[config.mk]
export PLATFORM = sky130hd
export DESIGN_NAME = gils_top
export DESIGN_NICKNAME = d
export VERILOG_FILES = /design/src/design/gils_pkg.sv /design/src/design/gils_level_filter.sv /design/src/design/gils_indicator_cfg.sv /design/src/design/gils_top.sv
export SDC_FILE = /design/constraint.sdc
export NUM_CORES = 1
export LEC_CHECK = 0
export BUFFER_PORTS_ARGS = -buffer_cell sky130_fd_sc_hd__buf_2
export CELL_PAD_IN_SITES_DETAIL_PLACEMENT = 1
export CELL_PAD_IN_SITES_GLOBAL_PLACEMENT = 1
export CORE_AREA = 2 2 151 153
export DETAILED_ROUTE_END_ITERATION = 12
export DIE_AREA = 0 0 153 155
export MAX_ROUTING_LAYER = met4
export PLACE_DENSITY_LB_ADDON = 0.1
export SETUP_SLACK_MARGIN = 0.1
export SYNTH_ARGS = -nofsm -noshare
export SYNTH_HDL_FRONTEND = slang
export SYNTH_HIERARCHICAL = 1
export SYNTH_SLANG_ARGS = --single-unit
[constraint.sdc]
create_clock -name REF_CLK_IN -period 2.2 [get_ports REF_CLK_IN]
set_input_delay 0.11 -clock REF_CLK_IN [delete_from_list [all_inputs] [get_ports REF_CLK_IN]]
set_output_delay 0.11 -clock REF_CLK_IN [all_outputs]
set_load 0.005 [all_outputs]
[src/design/gils_pkg.sv]
package gils_pkg;

    // ==========================================================
    // Widths
    localparam int GPIO_N = 12;
    localparam int LED_N = 8;
    localparam int FUNC_W = 2;
    localparam int ADDR_W = 12;
    localparam int DATA_W = 32;

    // ==========================================================
    // Register byte addresses
    localparam logic [ADDR_W-1:0] LED_PIN_CONFIG_ADDR = 12'h01bc;
    localparam logic [ADDR_W-1:0] GPIO_IRQ_STATUS_ENABLE_ADDR = 12'h01e8;

    // ==========================================================
    // Field positions
    localparam int IRQ_STATUS_LSB = 0;
    localparam int IRQ_ENABLE_LSB = 16;
    localparam int PIN_SELECT_LSB = 0;
    localparam int FUNCTION_LSB = 8;

    // ==========================================================
    // Reset values
    localparam logic [GPIO_N-1:0] IRQ_STATUS_RESET = 12'h0000;
    localparam logic [GPIO_N-1:0] IRQ_ENABLE_RESET = 12'h0000;
    localparam logic [LED_N-1:0] PIN_SELECT_RESET = 8'h00;
    localparam logic [FUNC_W-1:0] FUNCTION_RESET = 2'h0;
    localparam logic [DATA_W-1:0] READ_ZERO = 32'h0000_0000;

    // ==========================================================
    // Timing
    localparam int CLK_PERIOD_PS = 5000;
    localparam int IRQ_MIN_LEVEL_PS = 40000;
    // Shortest time a level must be held: rounds down, at least one cycle
    localparam int IRQ_HOLD_CYCLES_RAW = IRQ_MIN_LEVEL_PS / CLK_PERIOD_PS;
    localparam int IRQ_HOLD_CYCLES =
        (IRQ_HOLD_CYCLES_RAW < 1) ? 1 : IRQ_HOLD_CYCLES_RAW;
    // Cycles after reset release before straps are sampled
    localparam int STRAP_SETTLE_CYCLES = 3;

endpackage

[src/design/gils_level_filter.sv]
`timescale 1ns/1ps
`default_nettype none

module gils_level_filter #(
    parameter int HOLD_CYCLES = 8
) (
    input wire logic clk_in,
    input wire logic rst_n_in,
    input wire logic pin_in,
    input wire logic active_high_in,
    output logic active_out
);

    localparam int CNT_W = $clog2(HOLD_CYCLES + 1);
    // Synchroniser plus qualification must fit inside the hold time
    localparam int QUAL = (HOLD_CYCLES > 3) ? HOLD_CYCLES - 3 : 1;
    localparam logic [CNT_W-1:0] QUAL_CNT = CNT_W'(QUAL);

    logic sync1_r;
    logic sync2_r;
    logic [CNT_W-1:0] cnt_r;
    logic active_r;
    logic lvl;

    // ==========================================================
    // Two-stage synchroniser
    always_ff @(posedge clk_in or negedge rst_n_in) begin
        if (!rst_n_in) begin
            sync1_r <= 1'b0;
            sync2_r <= 1'b0;
        end else begin
            sync1_r <= pin_in;
            sync2_r <= sync1_r;
        end
    end

    assign lvl = (sync2_r == active_high_in);

    // ==========================================================
    // Short pulses are rejected, long ones always pass
    always_ff @(posedge clk_in or negedge rst_n_in) begin
        if (!rst_n_in) begin
            cnt_r <= '0;
            active_r <= 1'b0;
        end else if (!lvl) begin
            cnt_r <= '0;
            active_r <= 1'b0;
        end else if (cnt_r != QUAL_CNT) begin
            cnt_r <= cnt_r + CNT_W'(1);
            active_r <= (cnt_r + CNT_W'(1)) == QUAL_CNT;
        end else begin
            active_r <= 1'b1;
        end
    end

    assign active_out = active_r;

endmodule // gils_level_filter

`default_nettype wire

[src/design/gils_indicator_cfg.sv]
`timescale 1ns/1ps
`default_nettype none

module gils_indicator_cfg
    import gils_pkg::*;
(
    input wire logic clk_in,
    input wire logic rst_n_in,
    input wire logic [gils_pkg::LED_N-1:0] select_strap_in,
    input wire logic [gils_pkg::FUNC_W-1:0] function_strap_in,
    input wire logic rom_load_in,
    input wire logic [gils_pkg::LED_N-1:0] rom_select_in,
    input wire logic [gils_pkg::FUNC_W-1:0] rom_function_in,
    input wire logic host_wr_in,
    input wire logic [gils_pkg::LED_N-1:0] host_select_in,
    input wire logic [gils_pkg::FUNC_W-1:0] host_function_in,
    output logic [gils_pkg::LED_N-1:0] select_out,
    output logic [gils_pkg::FUNC_W-1:0] function_out
);

    localparam int SW = LED_N + FUNC_W;

    logic [SW-1:0] strap_s1_r;
    logic [SW-1:0] strap_s2_r;
    logic [1:0] settle_r;
    logic captured_r;
    logic [LED_N-1:0] select_r;
    logic [FUNC_W-1:0] function_r;

    // ==========================================================
    // Strap pins are asynchronous: synchronise before capture
    always_ff @(posedge clk_in or negedge rst_n_in) begin
        if (!rst_n_in) begin
            strap_s1_r <= '0;
            strap_s2_r <= '0;
        end else begin
            strap_s1_r <= {function_strap_in, select_strap_in};
            strap_s2_r <= strap_s1_r;
        end
    end

    always_ff @(posedge clk_in or negedge rst_n_in) begin
        if (!rst_n_in) begin
            settle_r <= 2'h0;
            captured_r <= 1'b0;
        end else if (!captured_r) begin
            settle_r <= settle_r + 2'h1;
            captured_r <= (settle_r == 2'(STRAP_SETTLE_CYCLES - 1));
        end
    end

    // ==========================================================
    // Strap capture once after release, then loader, then host
    always_ff @(posedge clk_in or negedge rst_n_in) begin
        if (!rst_n_in) begin
            select_r <= PIN_SELECT_RESET;
            function_r <= FUNCTION_RESET;
        end else if (!captured_r) begin
            if (settle_r == 2'(STRAP_SETTLE_CYCLES - 1)) begin
                select_r <= strap_s2_r[LED_N-1:0];
                function_r <= strap_s2_r[SW-1:LED_N];
            end
        end else if (rom_load_in) begin
            select_r <= rom_select_in;
            function_r <= rom_function_in;
        end else if (host_wr_in) begin
            select_r <= host_select_in;
            function_r <= host_function_in;
        end
    end

    assign select_out = select_r;
    assign function_out = function_r;

endmodule // gils_indicator_cfg

`default_nettype wire

[src/design/gils_top.sv]
`timescale 1ns/1ps
`default_nettype none

module gils_top
    import gils_pkg::*;
(
    input wire logic REF_CLK_IN,
    input wire logic RESETN_IN,
    input wire logic [gils_pkg::ADDR_W-1:0] ADDR_IN,
    input wire logic [gils_pkg::DATA_W-1:0] WDATA_IN,
    input wire logic WR_IN,
    input wire logic RD_IN,
    output logic [gils_pkg::DATA_W-1:0] RDATA_OUT,
    input wire logic [gils_pkg::GPIO_N-1:0] GPIO_PIN_IN,
    input wire logic [gils_pkg::GPIO_N-1:0] GPIO_IRQ_ACTIVE_HIGH_IN,
    input wire logic [gils_pkg::GPIO_N-1:0] GPIO_DATA_IN,
    input wire logic [gils_pkg::GPIO_N-1:0] GPIO_DIR_IN,
    input wire logic [4*gils_pkg::LED_N-1:0] INDICATOR_SOURCE_IN,
    output logic [gils_pkg::GPIO_N-1:0] GPIO_PIN_OUT,
    output logic [gils_pkg::GPIO_N-1:0] GPIO_PIN_OE_OUT,
    input wire logic CHIP_IRQ_GPIO_ENABLE_IN,
    output logic CHIP_IRQ_STATUS_GPIO_OUT,
    output logic IRQ_OUT,
    input wire logic [gils_pkg::LED_N-1:0] INDICATOR_SELECT_STRAP_IN,
    input wire logic [gils_pkg::FUNC_W-1:0] INDICATOR_FUNCTION_STRAP_IN,
    input wire logic ROM_LOAD_VALID_IN,
    input wire logic [gils_pkg::LED_N-1:0] ROM_LOAD_SELECT_IN,
    input wire logic [gils_pkg::FUNC_W-1:0] ROM_LOAD_FUNCTION_IN,
    output logic [gils_pkg::LED_N-1:0] INDICATOR_PIN_SELECT_OUT,
    output logic [gils_pkg::FUNC_W-1:0] INDICATOR_FUNCTION_SELECT_OUT,
    output logic [2*gils_pkg::LED_N-1:0] INDICATOR_PIN_FUNCTION_OUT
);

    import gils_pkg::*;

    // ==========================================================
    // Declarations
    logic wr_irq;
    logic wr_led;
    logic rd_irq;
    logic rd_led;
    logic [GPIO_N-1:0] pin_active;
    logic [GPIO_N-1:0] irq_status_r;
    logic [GPIO_N-1:0] irq_status_nxt;
    logic [GPIO_N-1:0] irq_enable_r;
    logic [GPIO_N-1:0] w1c_mask;
    logic [DATA_W-1:0] rdata_r;
    logic [DATA_W-1:0] rdata_nxt;
    logic chip_status_r;
    logic irq_r;
    logic [LED_N-1:0] pin_select;
    logic [FUNC_W-1:0] pin_function;
    logic [2*LED_N-1:0] pin_func_r;
    logic [2*LED_N-1:0] pin_func_nxt;
    logic [GPIO_N-1:0] pin_out_r;
    logic [GPIO_N-1:0] pin_out_nxt;
    logic [GPIO_N-1:0] pin_oe_r;
    logic [GPIO_N-1:0] pin_oe_nxt;

    // ==========================================================
    // Address decode
    assign wr_irq = WR_IN && (ADDR_IN == GPIO_IRQ_STATUS_ENABLE_ADDR);
    assign wr_led = WR_IN && (ADDR_IN == LED_PIN_CONFIG_ADDR);
    assign rd_irq = RD_IN && (ADDR_IN == GPIO_IRQ_STATUS_ENABLE_ADDR);
    assign rd_led = RD_IN && (ADDR_IN == LED_PIN_CONFIG_ADDR);

    // ==========================================================
    // Per-pin level qualification
    genvar gi;
    generate
        for (gi = 0; gi < GPIO_N; gi++) begin : g_pin
            gils_level_filter #(
                .HOLD_CYCLES(IRQ_HOLD_CYCLES)
            ) u_filter (
                .clk_in(REF_CLK_IN),
                .rst_n_in(RESETN_IN),
                .pin_in(GPIO_PIN_IN[gi]),
                .active_high_in(GPIO_IRQ_ACTIVE_HIGH_IN[gi]),
                .active_out(pin_active[gi])
            );
        end
    endgenerate

    // ==========================================================
    // Interrupt status: sticky, write one to clear, set wins
    assign w1c_mask = wr_irq ?
        WDATA_IN[IRQ_STATUS_LSB +: GPIO_N] : IRQ_STATUS_RESET;

    always_comb begin
        irq_status_nxt = irq_status_r & ~w1c_mask;
        // Set does not look at the enable bits
        irq_status_nxt = irq_status_nxt | pin_active;
    end

    always_ff @(posedge REF_CLK_IN or negedge RESETN_IN) begin
        if (!RESETN_IN) begin
            irq_status_r <= IRQ_STATUS_RESET;
        end else begin
            irq_status_r <= irq_status_nxt;
        end
    end

    // ==========================================================
    // Interrupt enables
    always_ff @(posedge REF_CLK_IN or negedge RESETN_IN) begin
        if (!RESETN_IN) begin
            irq_enable_r <= IRQ_ENABLE_RESET;
        end else if (wr_irq) begin
            irq_enable_r <= WDATA_IN[IRQ_ENABLE_LSB +: GPIO_N];
        end
    end

    // ==========================================================
    // Combined interrupt towards the chip level
    // Registered so the pin never glitches on decode changes
    always_ff @(posedge REF_CLK_IN or negedge RESETN_IN) begin
        if (!RESETN_IN) begin
            chip_status_r <= 1'b0;
            irq_r <= 1'b0;
        end else begin
            chip_status_r <= |(irq_status_r & irq_enable_r);
            irq_r <= (|(irq_status_r & irq_enable_r))
                && CHIP_IRQ_GPIO_ENABLE_IN;
        end
    end

    assign CHIP_IRQ_STATUS_GPIO_OUT = chip_status_r;
    assign IRQ_OUT = irq_r;

    // ==========================================================
    // Indicator configuration with strap defaults
    gils_indicator_cfg u_led_pin_config (
        .clk_in(REF_CLK_IN),
        .rst_n_in(RESETN_IN),
        .select_strap_in(INDICATOR_SELECT_STRAP_IN),
        .function_strap_in(INDICATOR_FUNCTION_STRAP_IN),
        .rom_load_in(ROM_LOAD_VALID_IN),
        .rom_select_in(ROM_LOAD_SELECT_IN),
        .rom_function_in(ROM_LOAD_FUNCTION_IN),
        .host_wr_in(wr_led),
        .host_select_in(WDATA_IN[PIN_SELECT_LSB +: LED_N]),
        .host_function_in(WDATA_IN[FUNCTION_LSB +: FUNC_W]),
        .select_out(pin_select),
        .function_out(pin_function)
    );

    assign INDICATOR_PIN_SELECT_OUT = pin_select;
    assign INDICATOR_FUNCTION_SELECT_OUT = pin_function;

    // ==========================================================
    // Per-pin function, zero on pins left as GPIO
    always_comb begin
        pin_func_nxt = '0;
        for (int i = 0; i < LED_N; i++) begin
            if (pin_select[i]) begin
                pin_func_nxt[2*i +: 2] = pin_function;
            end
        end
    end

    always_ff @(posedge REF_CLK_IN or negedge RESETN_IN) begin
        if (!RESETN_IN) begin
            pin_func_r <= '0;
        end else begin
            pin_func_r <= pin_func_nxt;
        end
    end

    assign INDICATOR_PIN_FUNCTION_OUT = pin_func_r;

    // ==========================================================
    // Pin drive: LED pins are always outputs
    always_comb begin
        pin_out_nxt = GPIO_DATA_IN;
        pin_oe_nxt = GPIO_DIR_IN;
        for (int i = 0; i < LED_N; i++) begin
            if (pin_select[i]) begin
                pin_out_nxt[i] =
                    INDICATOR_SOURCE_IN[4*i + int'(pin_function)];
                pin_oe_nxt[i] = 1'b1;
            end
        end
    end

    always_ff @(posedge REF_CLK_IN or negedge RESETN_IN) begin
        if (!RESETN_IN) begin
            pin_out_r <= '0;
            pin_oe_r <= '0;
        end else begin
            pin_out_r <= pin_out_nxt;
            pin_oe_r <= pin_oe_nxt;
        end
    end

    assign GPIO_PIN_OUT = pin_out_r;
    assign GPIO_PIN_OE_OUT = pin_oe_r;

    // ==========================================================
    // Read path: data stand the cycle after the strobe only
    always_comb begin
        rdata_nxt = READ_ZERO;
        if (rd_irq) begin
            rdata_nxt[IRQ_STATUS_LSB +: GPIO_N] = irq_status_r;
            rdata_nxt[IRQ_ENABLE_LSB +: GPIO_N] = irq_enable_r;
        end else if (rd_led) begin
            rdata_nxt[PIN_SELECT_LSB +: LED_N] = pin_select;
            rdata_nxt[FUNCTION_LSB +: FUNC_W] = pin_function;
        end
    end

    always_ff @(posedge REF_CLK_IN or negedge RESETN_IN) begin
        if (!RESETN_IN) begin
            rdata_r <= READ_ZERO;
        end else begin
            rdata_r <= rdata_nxt;
        end
    end

    assign RDATA_OUT = rdata_r;

endmodule // gils_top

`default_nettype wire

Word level (Yosys, flattened, before mapping)
Index checks and enable logic that the tools add are counted.
{"block": "word_totals", "register_bits": 207, "inputBits": 150, "output_inout_bits": 84, "wordCells": 263}
{"block": "classes", "addsub": 20, "magnitude_cmp": 8, "n_eq_ne": 52, "mux": 109, "bitwise_logic": 4, "reduce_logical": 8}
{"operator": "$mux 4", "n": 24}
{"operator": "$mux 1", "n": 56}
{"operator": "$add 4x1->4 const B", "n": 12}
{"operator": "$eq 4x3->1 const B", "n": 12}
{"operator": "$ne 4x3->1 const B", "n": 12}
{"operator": "$bmux 1 s5", "n": 7}
{"operator": "$mux 8", "n": 4}
{"operator": "$mux 2", "n": 13}
{"operator": "$add 5x2->6 const A", "n": 4}
{"operator": "$and 12x12->12", "n": 2}
{"operator": "$eq 12x9->1 const B", "n": 2}
{"operator": "$lt 6x6->1 const B", "n": 4}
{"operator": "$mux 12", "n": 2}
{"operator": "$ne 2x2->1 const B", "n": 12}
{"operator": "$mux 10", "n": 2}
{"operator": "$eq 1x1->1", "n": 12}
{"operator": "$lt 5x6->1 const B", "n": 2}
{"operator": "$not 12->12", "n": 1}
{"operator": "$or 12x12->12", "n": 1}
{"operator": "$reduce_or 12->1", "n": 1}
{"operator": "$add 4x2->5 const A", "n": 2}
{"operator": "$lt 2x6->1 const B", "n": 1}
{"operator": "$lt 4x6->1 const B", "n": 1}
{"operator": "$logic_and 1x1->1", "n": 5}
{"operator": "7 further kinds", "n": 7}

Logic depth before layout (Yosys ltp)
{"block": "depth", "depth_word": 6, "mapped_depth": 6, "mapped_depth_nobuf": 5}

Hierarchy
Netlist, hierarchy kept.
{"module": "gils_level_filter", "n_inst": 12, "cells_each": 26, "area_each_um2": 321.6, "seq_area_each_um2": 175.2}
{"module": "gils_top", "n_inst": 1, "cells_each": 254, "area_each_um2": 3522.1, "seq_area_each_um2": 2252.2}
{"module": "gils_indicator_cfg", "n_inst": 1, "cells_each": 86, "area_each_um2": 1350.0, "seq_area_each_um2": 825.8}

Worst setup path after synthesis
No wires, ideal clock.
{"block": "synth_path", "path_kind": "reg2reg", "start": "reg u_led_pin_config.function_r[0], in the netlist u_led_pin_config/function_out[0]", "end": "reg pin_out_r[7], in the netlist GPIO_PIN_OUT[7]", "setup_ns": 0.125, "arrival_time_ns": 1.642, "t_required_ns": 2.075, "path_slack_ns": 0.433, "path_stages_with_launch": 5, "path_buffers": 2, "period_less_slack_ns": 1.767, "cell_sequence": "dfrtp_1 > buf_2 > clkbuf_1 > mux4_2 > mux2_2"}
{"block": "synth_via", "elab_chain_len": 5}
{"item": "from (decl)", "line_no": "gils_indicator_cfg.sv:28", "text": "logic [FUNC_W-1:0] function_r;"}
{"item": "from (signal assigned)", "line_no": "gils_indicator_cfg.sv:61", "text": "function_r <= strap_s2_r[SW-1:LED_N];"}
{"item": "from (signal assigned)", "line_no": "gils_indicator_cfg.sv:65", "text": "function_r <= rom_function_in;"}
{"item": "from (signal assigned)", "line_no": "gils_indicator_cfg.sv:68", "text": "function_r <= host_function_in;"}
{"item": "$add 5x2->6", "line_no": "gils_top.sv:179", "text": "INDICATOR_SOURCE_IN[4*i + int'(pin_function)];"}
{"item": "$bmux 1 s5", "line_no": "gils_top.sv:179"}
{"item": "$mux 1 (implied by the code) (2 in a row)", "line_no": "gils_top.sv:179"}
{"item": "$mux 1", "line_no": "gils_top.sv:177", "text": "if (pin_select[i]) begin"}
{"item": "net pin_out_nxt[7]", "line_no": "gils_top.sv:56", "text": "logic [GPIO_N-1:0] pin_out_nxt;"}
{"item": "to (signal assigned)", "line_no": "gils_top.sv:190", "text": "pin_out_r <= pin_out_nxt;"}
{"item": "to (decl)", "line_no": "gils_top.sv:55", "text": "logic [GPIO_N-1:0] pin_out_r;"}
The timed path passes the listed nets, and every way through them passes these cells. The select of a mux whose other input is x is not followed.
A chain may end at the register's enable or synchronous reset.

Final worst setup path
{"block": "layout_path", "start": "reg u_led_pin_config.function_r[1], in the netlist u_led_pin_config/function_out[1]", "end": "out INDICATOR_FUNCTION_SELECT_OUT[1] in the netlist's numbering"}
{"item": "to (decl)", "line_no": "gils_top.sv:30", "text": "output logic [gils_pkg::FUNC_W-1:0] INDICATOR_FUNCTION_SELECT_OUT,"}
No word-level cell between the ends.

==> out/results.ini <==
[clocking]
root_buffer=clkbuf_16
ctsHoldBuffers=91
clk_pin_slew_ns=0.06
cts_setup_buffers=0
cts_tree=yes
h-tree-depth=1
clkLatencyLatePin_ns=0.49
cts_resized=0
cts_buffers=23
clock_path_buffers=3
numClockSinks=207

[die]
die_h_um=155
die_width_um=153
initial_core_util_pct=39.3
die_area_um2=23700
core_area_um2=22200
boundaryPins=234
rows=55

[yosys]
synth_ff_type=dfrtp_1
synth_edf_count=0
ys_warn_count=6
synth.most_common_cell=dfrtp_1
synth.largest_area_cell=dfrtp_1
synth_top_area_share_pct=59.3
ys_types=42
ys_ff_latch=207
synth_area_leaders=dfrtp_1 59%, ha_1 5.3%, mux2i_1 3.7%, nor2_1 3.0%, xnor2_1 2.5%
ys_seq_area_share_pct=59.3
syn_area_um2=8730
ys_async_sr_fraction_pct=100
avgSynthCellArea_um2=13.4
synth_top_cells_by_count=207 x dfrtp_1, 70 x nor2_1, 38 x inv_1
syn-instance-count=652

[cells_and_area]
antennaDiodeCount=0
fillers=2306
area_growth_pct=35.7
fin_nets=1168
post-route-util_pct=53.3
drive_above_1_share_pct=32.4

[timing]
max_slew_margin_pct=41.1
slew_viol_final=0
min_period_ns=1.75
rsz0062_at_grt=no
setup_viol=0
final_hold_viol_count=0
clock.fmax_mhz=570
fin_worst_skew_ns=0.00940
post-route-period-util_pct=79.7
worst_slew_pin_slew_ns=0.883
setup_tns_ns=0

[worst_setup_path]
required_ns=2.09
rr_worst_depth=2
cp_slowest_cell=dfrtp_1
startpoint_type=flip-flop
crit_chain=buf_2
timing.rr.start=u_led_pin_config/function_out[1]
cpLargestDelayFamily=flip-flops
path_class=flip-flop to output pin
critPathBufInv=1
crit_arrival_ns=1.64
r2r_slack_ns=0.48
worstPathMaxFanout=20
end_kind=output pin
r2r-end=GPIO_PIN_OUT[0]
slowest_delay_ns=0.90

[drt]
drtIter0Drc=158
route.detailed.drc=0
wl_per_cell_um=17.9
ant_nets=0
num_vias=6212
via_per_inst=4.86
drt_wl_total_um=22900
firstDrtPassIters=5

[placement]
io_buffer_count=217
dp_hpwl_um=16100
finalWeightedCongestion=0.770

[grt]
grt_max_degree=78
grt_use_total_pct=20.1
grt_first_pass_wirelength_um=37300
antenna_found_initial=0
grt_pass1_vias=7022
grt-ovfl-total=0

[pwr]
ir_worst_vdd_v=0.000477
p_leak_nw=5.71
power.density_nw_per_um2=834

[run]
max_cap_viol_count=0

[min_path]
min_to=u_led_pin_config/function_out[0]
whs_path_depth=3
hold_class=input port to flip-flop
min-delay-start=ROM_LOAD_FUNCTION_IN[0]

[outcome]
status=complete, no violations

kinds of logic after synthesis:
| group | synth area share, % |
|---|---|
| AO/OA/AOI/OAI | 5.55 |
| adder cells (fa/ha/maj) | 5.30 |
| multiplexers | 8.74 |
| other | 0.0430 |
| XOR/XNOR | 5.95 |
| flip-flops | 59.3 |
| buffers and inverters | 3.53 |
| AND/OR/NAND/NOR | 11.6 |
worst max path at each step:
stage / slack [ns] / to / from / cells after the start
after global routing: 0.38 / u_led_pin_config/select_out[1] / u_led_pin_config/settle_r[0] / 4
after global placement: 0.31 / u_led_pin_config/select_out[5] / ADDR_IN[11] / 6
after detailed placement: 0.30 / u_led_pin_config/function_out[0] / ADDR_IN[11] / 6
after CTS: 0.45 / INDICATOR_FUNCTION_SELECT_OUT[1] / u_led_pin_config/function_out[1] / 1
after floorplan: 0.43 / GPIO_PIN_OUT[7] / u_led_pin_config/function_out[0] / 4
final: 0.45 / INDICATOR_FUNCTION_SELECT_OUT[1] / u_led_pin_config/function_out[1] / 1
state kept, by name, indices dropped and copies added, names as in the netlist, 10 cells and up:
register	count
GPIO_PIN_OUT	12
GPIO_PIN_OE_OUT	12
irq_status_r	12
g_pin.u_filter/cnt_r	48
g_pin.u_filter/sync2_r	12
RDATA_OUT	24
u_led_pin_config/strap_s1_r	10
INDICATOR_PIN_FUNCTION_OUT	16
irq_enable_r	12
g_pin.u_filter/sync1_r	12
u_led_pin_config/strap_s2_r	10
g_pin.u_filter/active_out	12
cells in the final DEF (no fill, tap or decap), drive strengths merged, types with 4 or more instances in the layout:
cell type      n
mux2i         32
nand3b        15
a31oi         12
nand2          4
and2          30
inv           38
nor4           4
a22oi         16
clkbuf        30
o221ai        10
nor2          70
mux2          20
nand3         12
a21oi         12
xnor2         25
nor3b         13
ha            37
mux4           8
conb           8
buf          229
dfrtp        207
dlygate4sd3   91
xor2          24
nand4bb        9
a31o          12
or2            9
through the flow:
step	instance area [µm²]	hold slack (ns)	setup slack, ns	instances	total power [mW]
floorplan	8760	-0.186	0.433	659	5.31
global placement	10200	0.141	0.312	1150	5.79
detailed placement	10200	0.146	0.302	1150	5.93
CTS	11800	0.0260	0.447	1279	10.0
global route	11800	0.0362	0.377	1279	10.4
finish	11800	0.0326	0.447	1279	9.88
routing by layer:
layer	global-route usage, %	vias up	share of wire (%)
li1	-	2854	-
met5	-	-	0
met3	2.76	29	4.2
met1	23.9	3171	41
met4	4.28	0	1.6
met2	36.7	158	53
worst min-delay path, cell delays in order:
cell	delay [ns]
buf_2	0.09
mux2i_1	0.09
o221ai_1	0.18
power by group:
part           leakage [nW]  total, mW  internal [mW]  switching, mW
clock network         0.376       3.91           2.42           1.49
registers              2.58       4.49           4.15          0.338
logic                  2.75       1.49          0.766          0.721
final cells by class:
class                      instances  area, µm²  share of cell area (%)
clock buffer                      30        652                    5.50
sequential                       207       5180                    43.7
tap                              285        357                    3.01
timing repair buffer             320       2120                    17.9
inverter                          38        143                    1.20
multi-input combinational        391       3280                    27.6
clock inverter                     8        120                    1.01
Power figures use the tool's default switching activity.
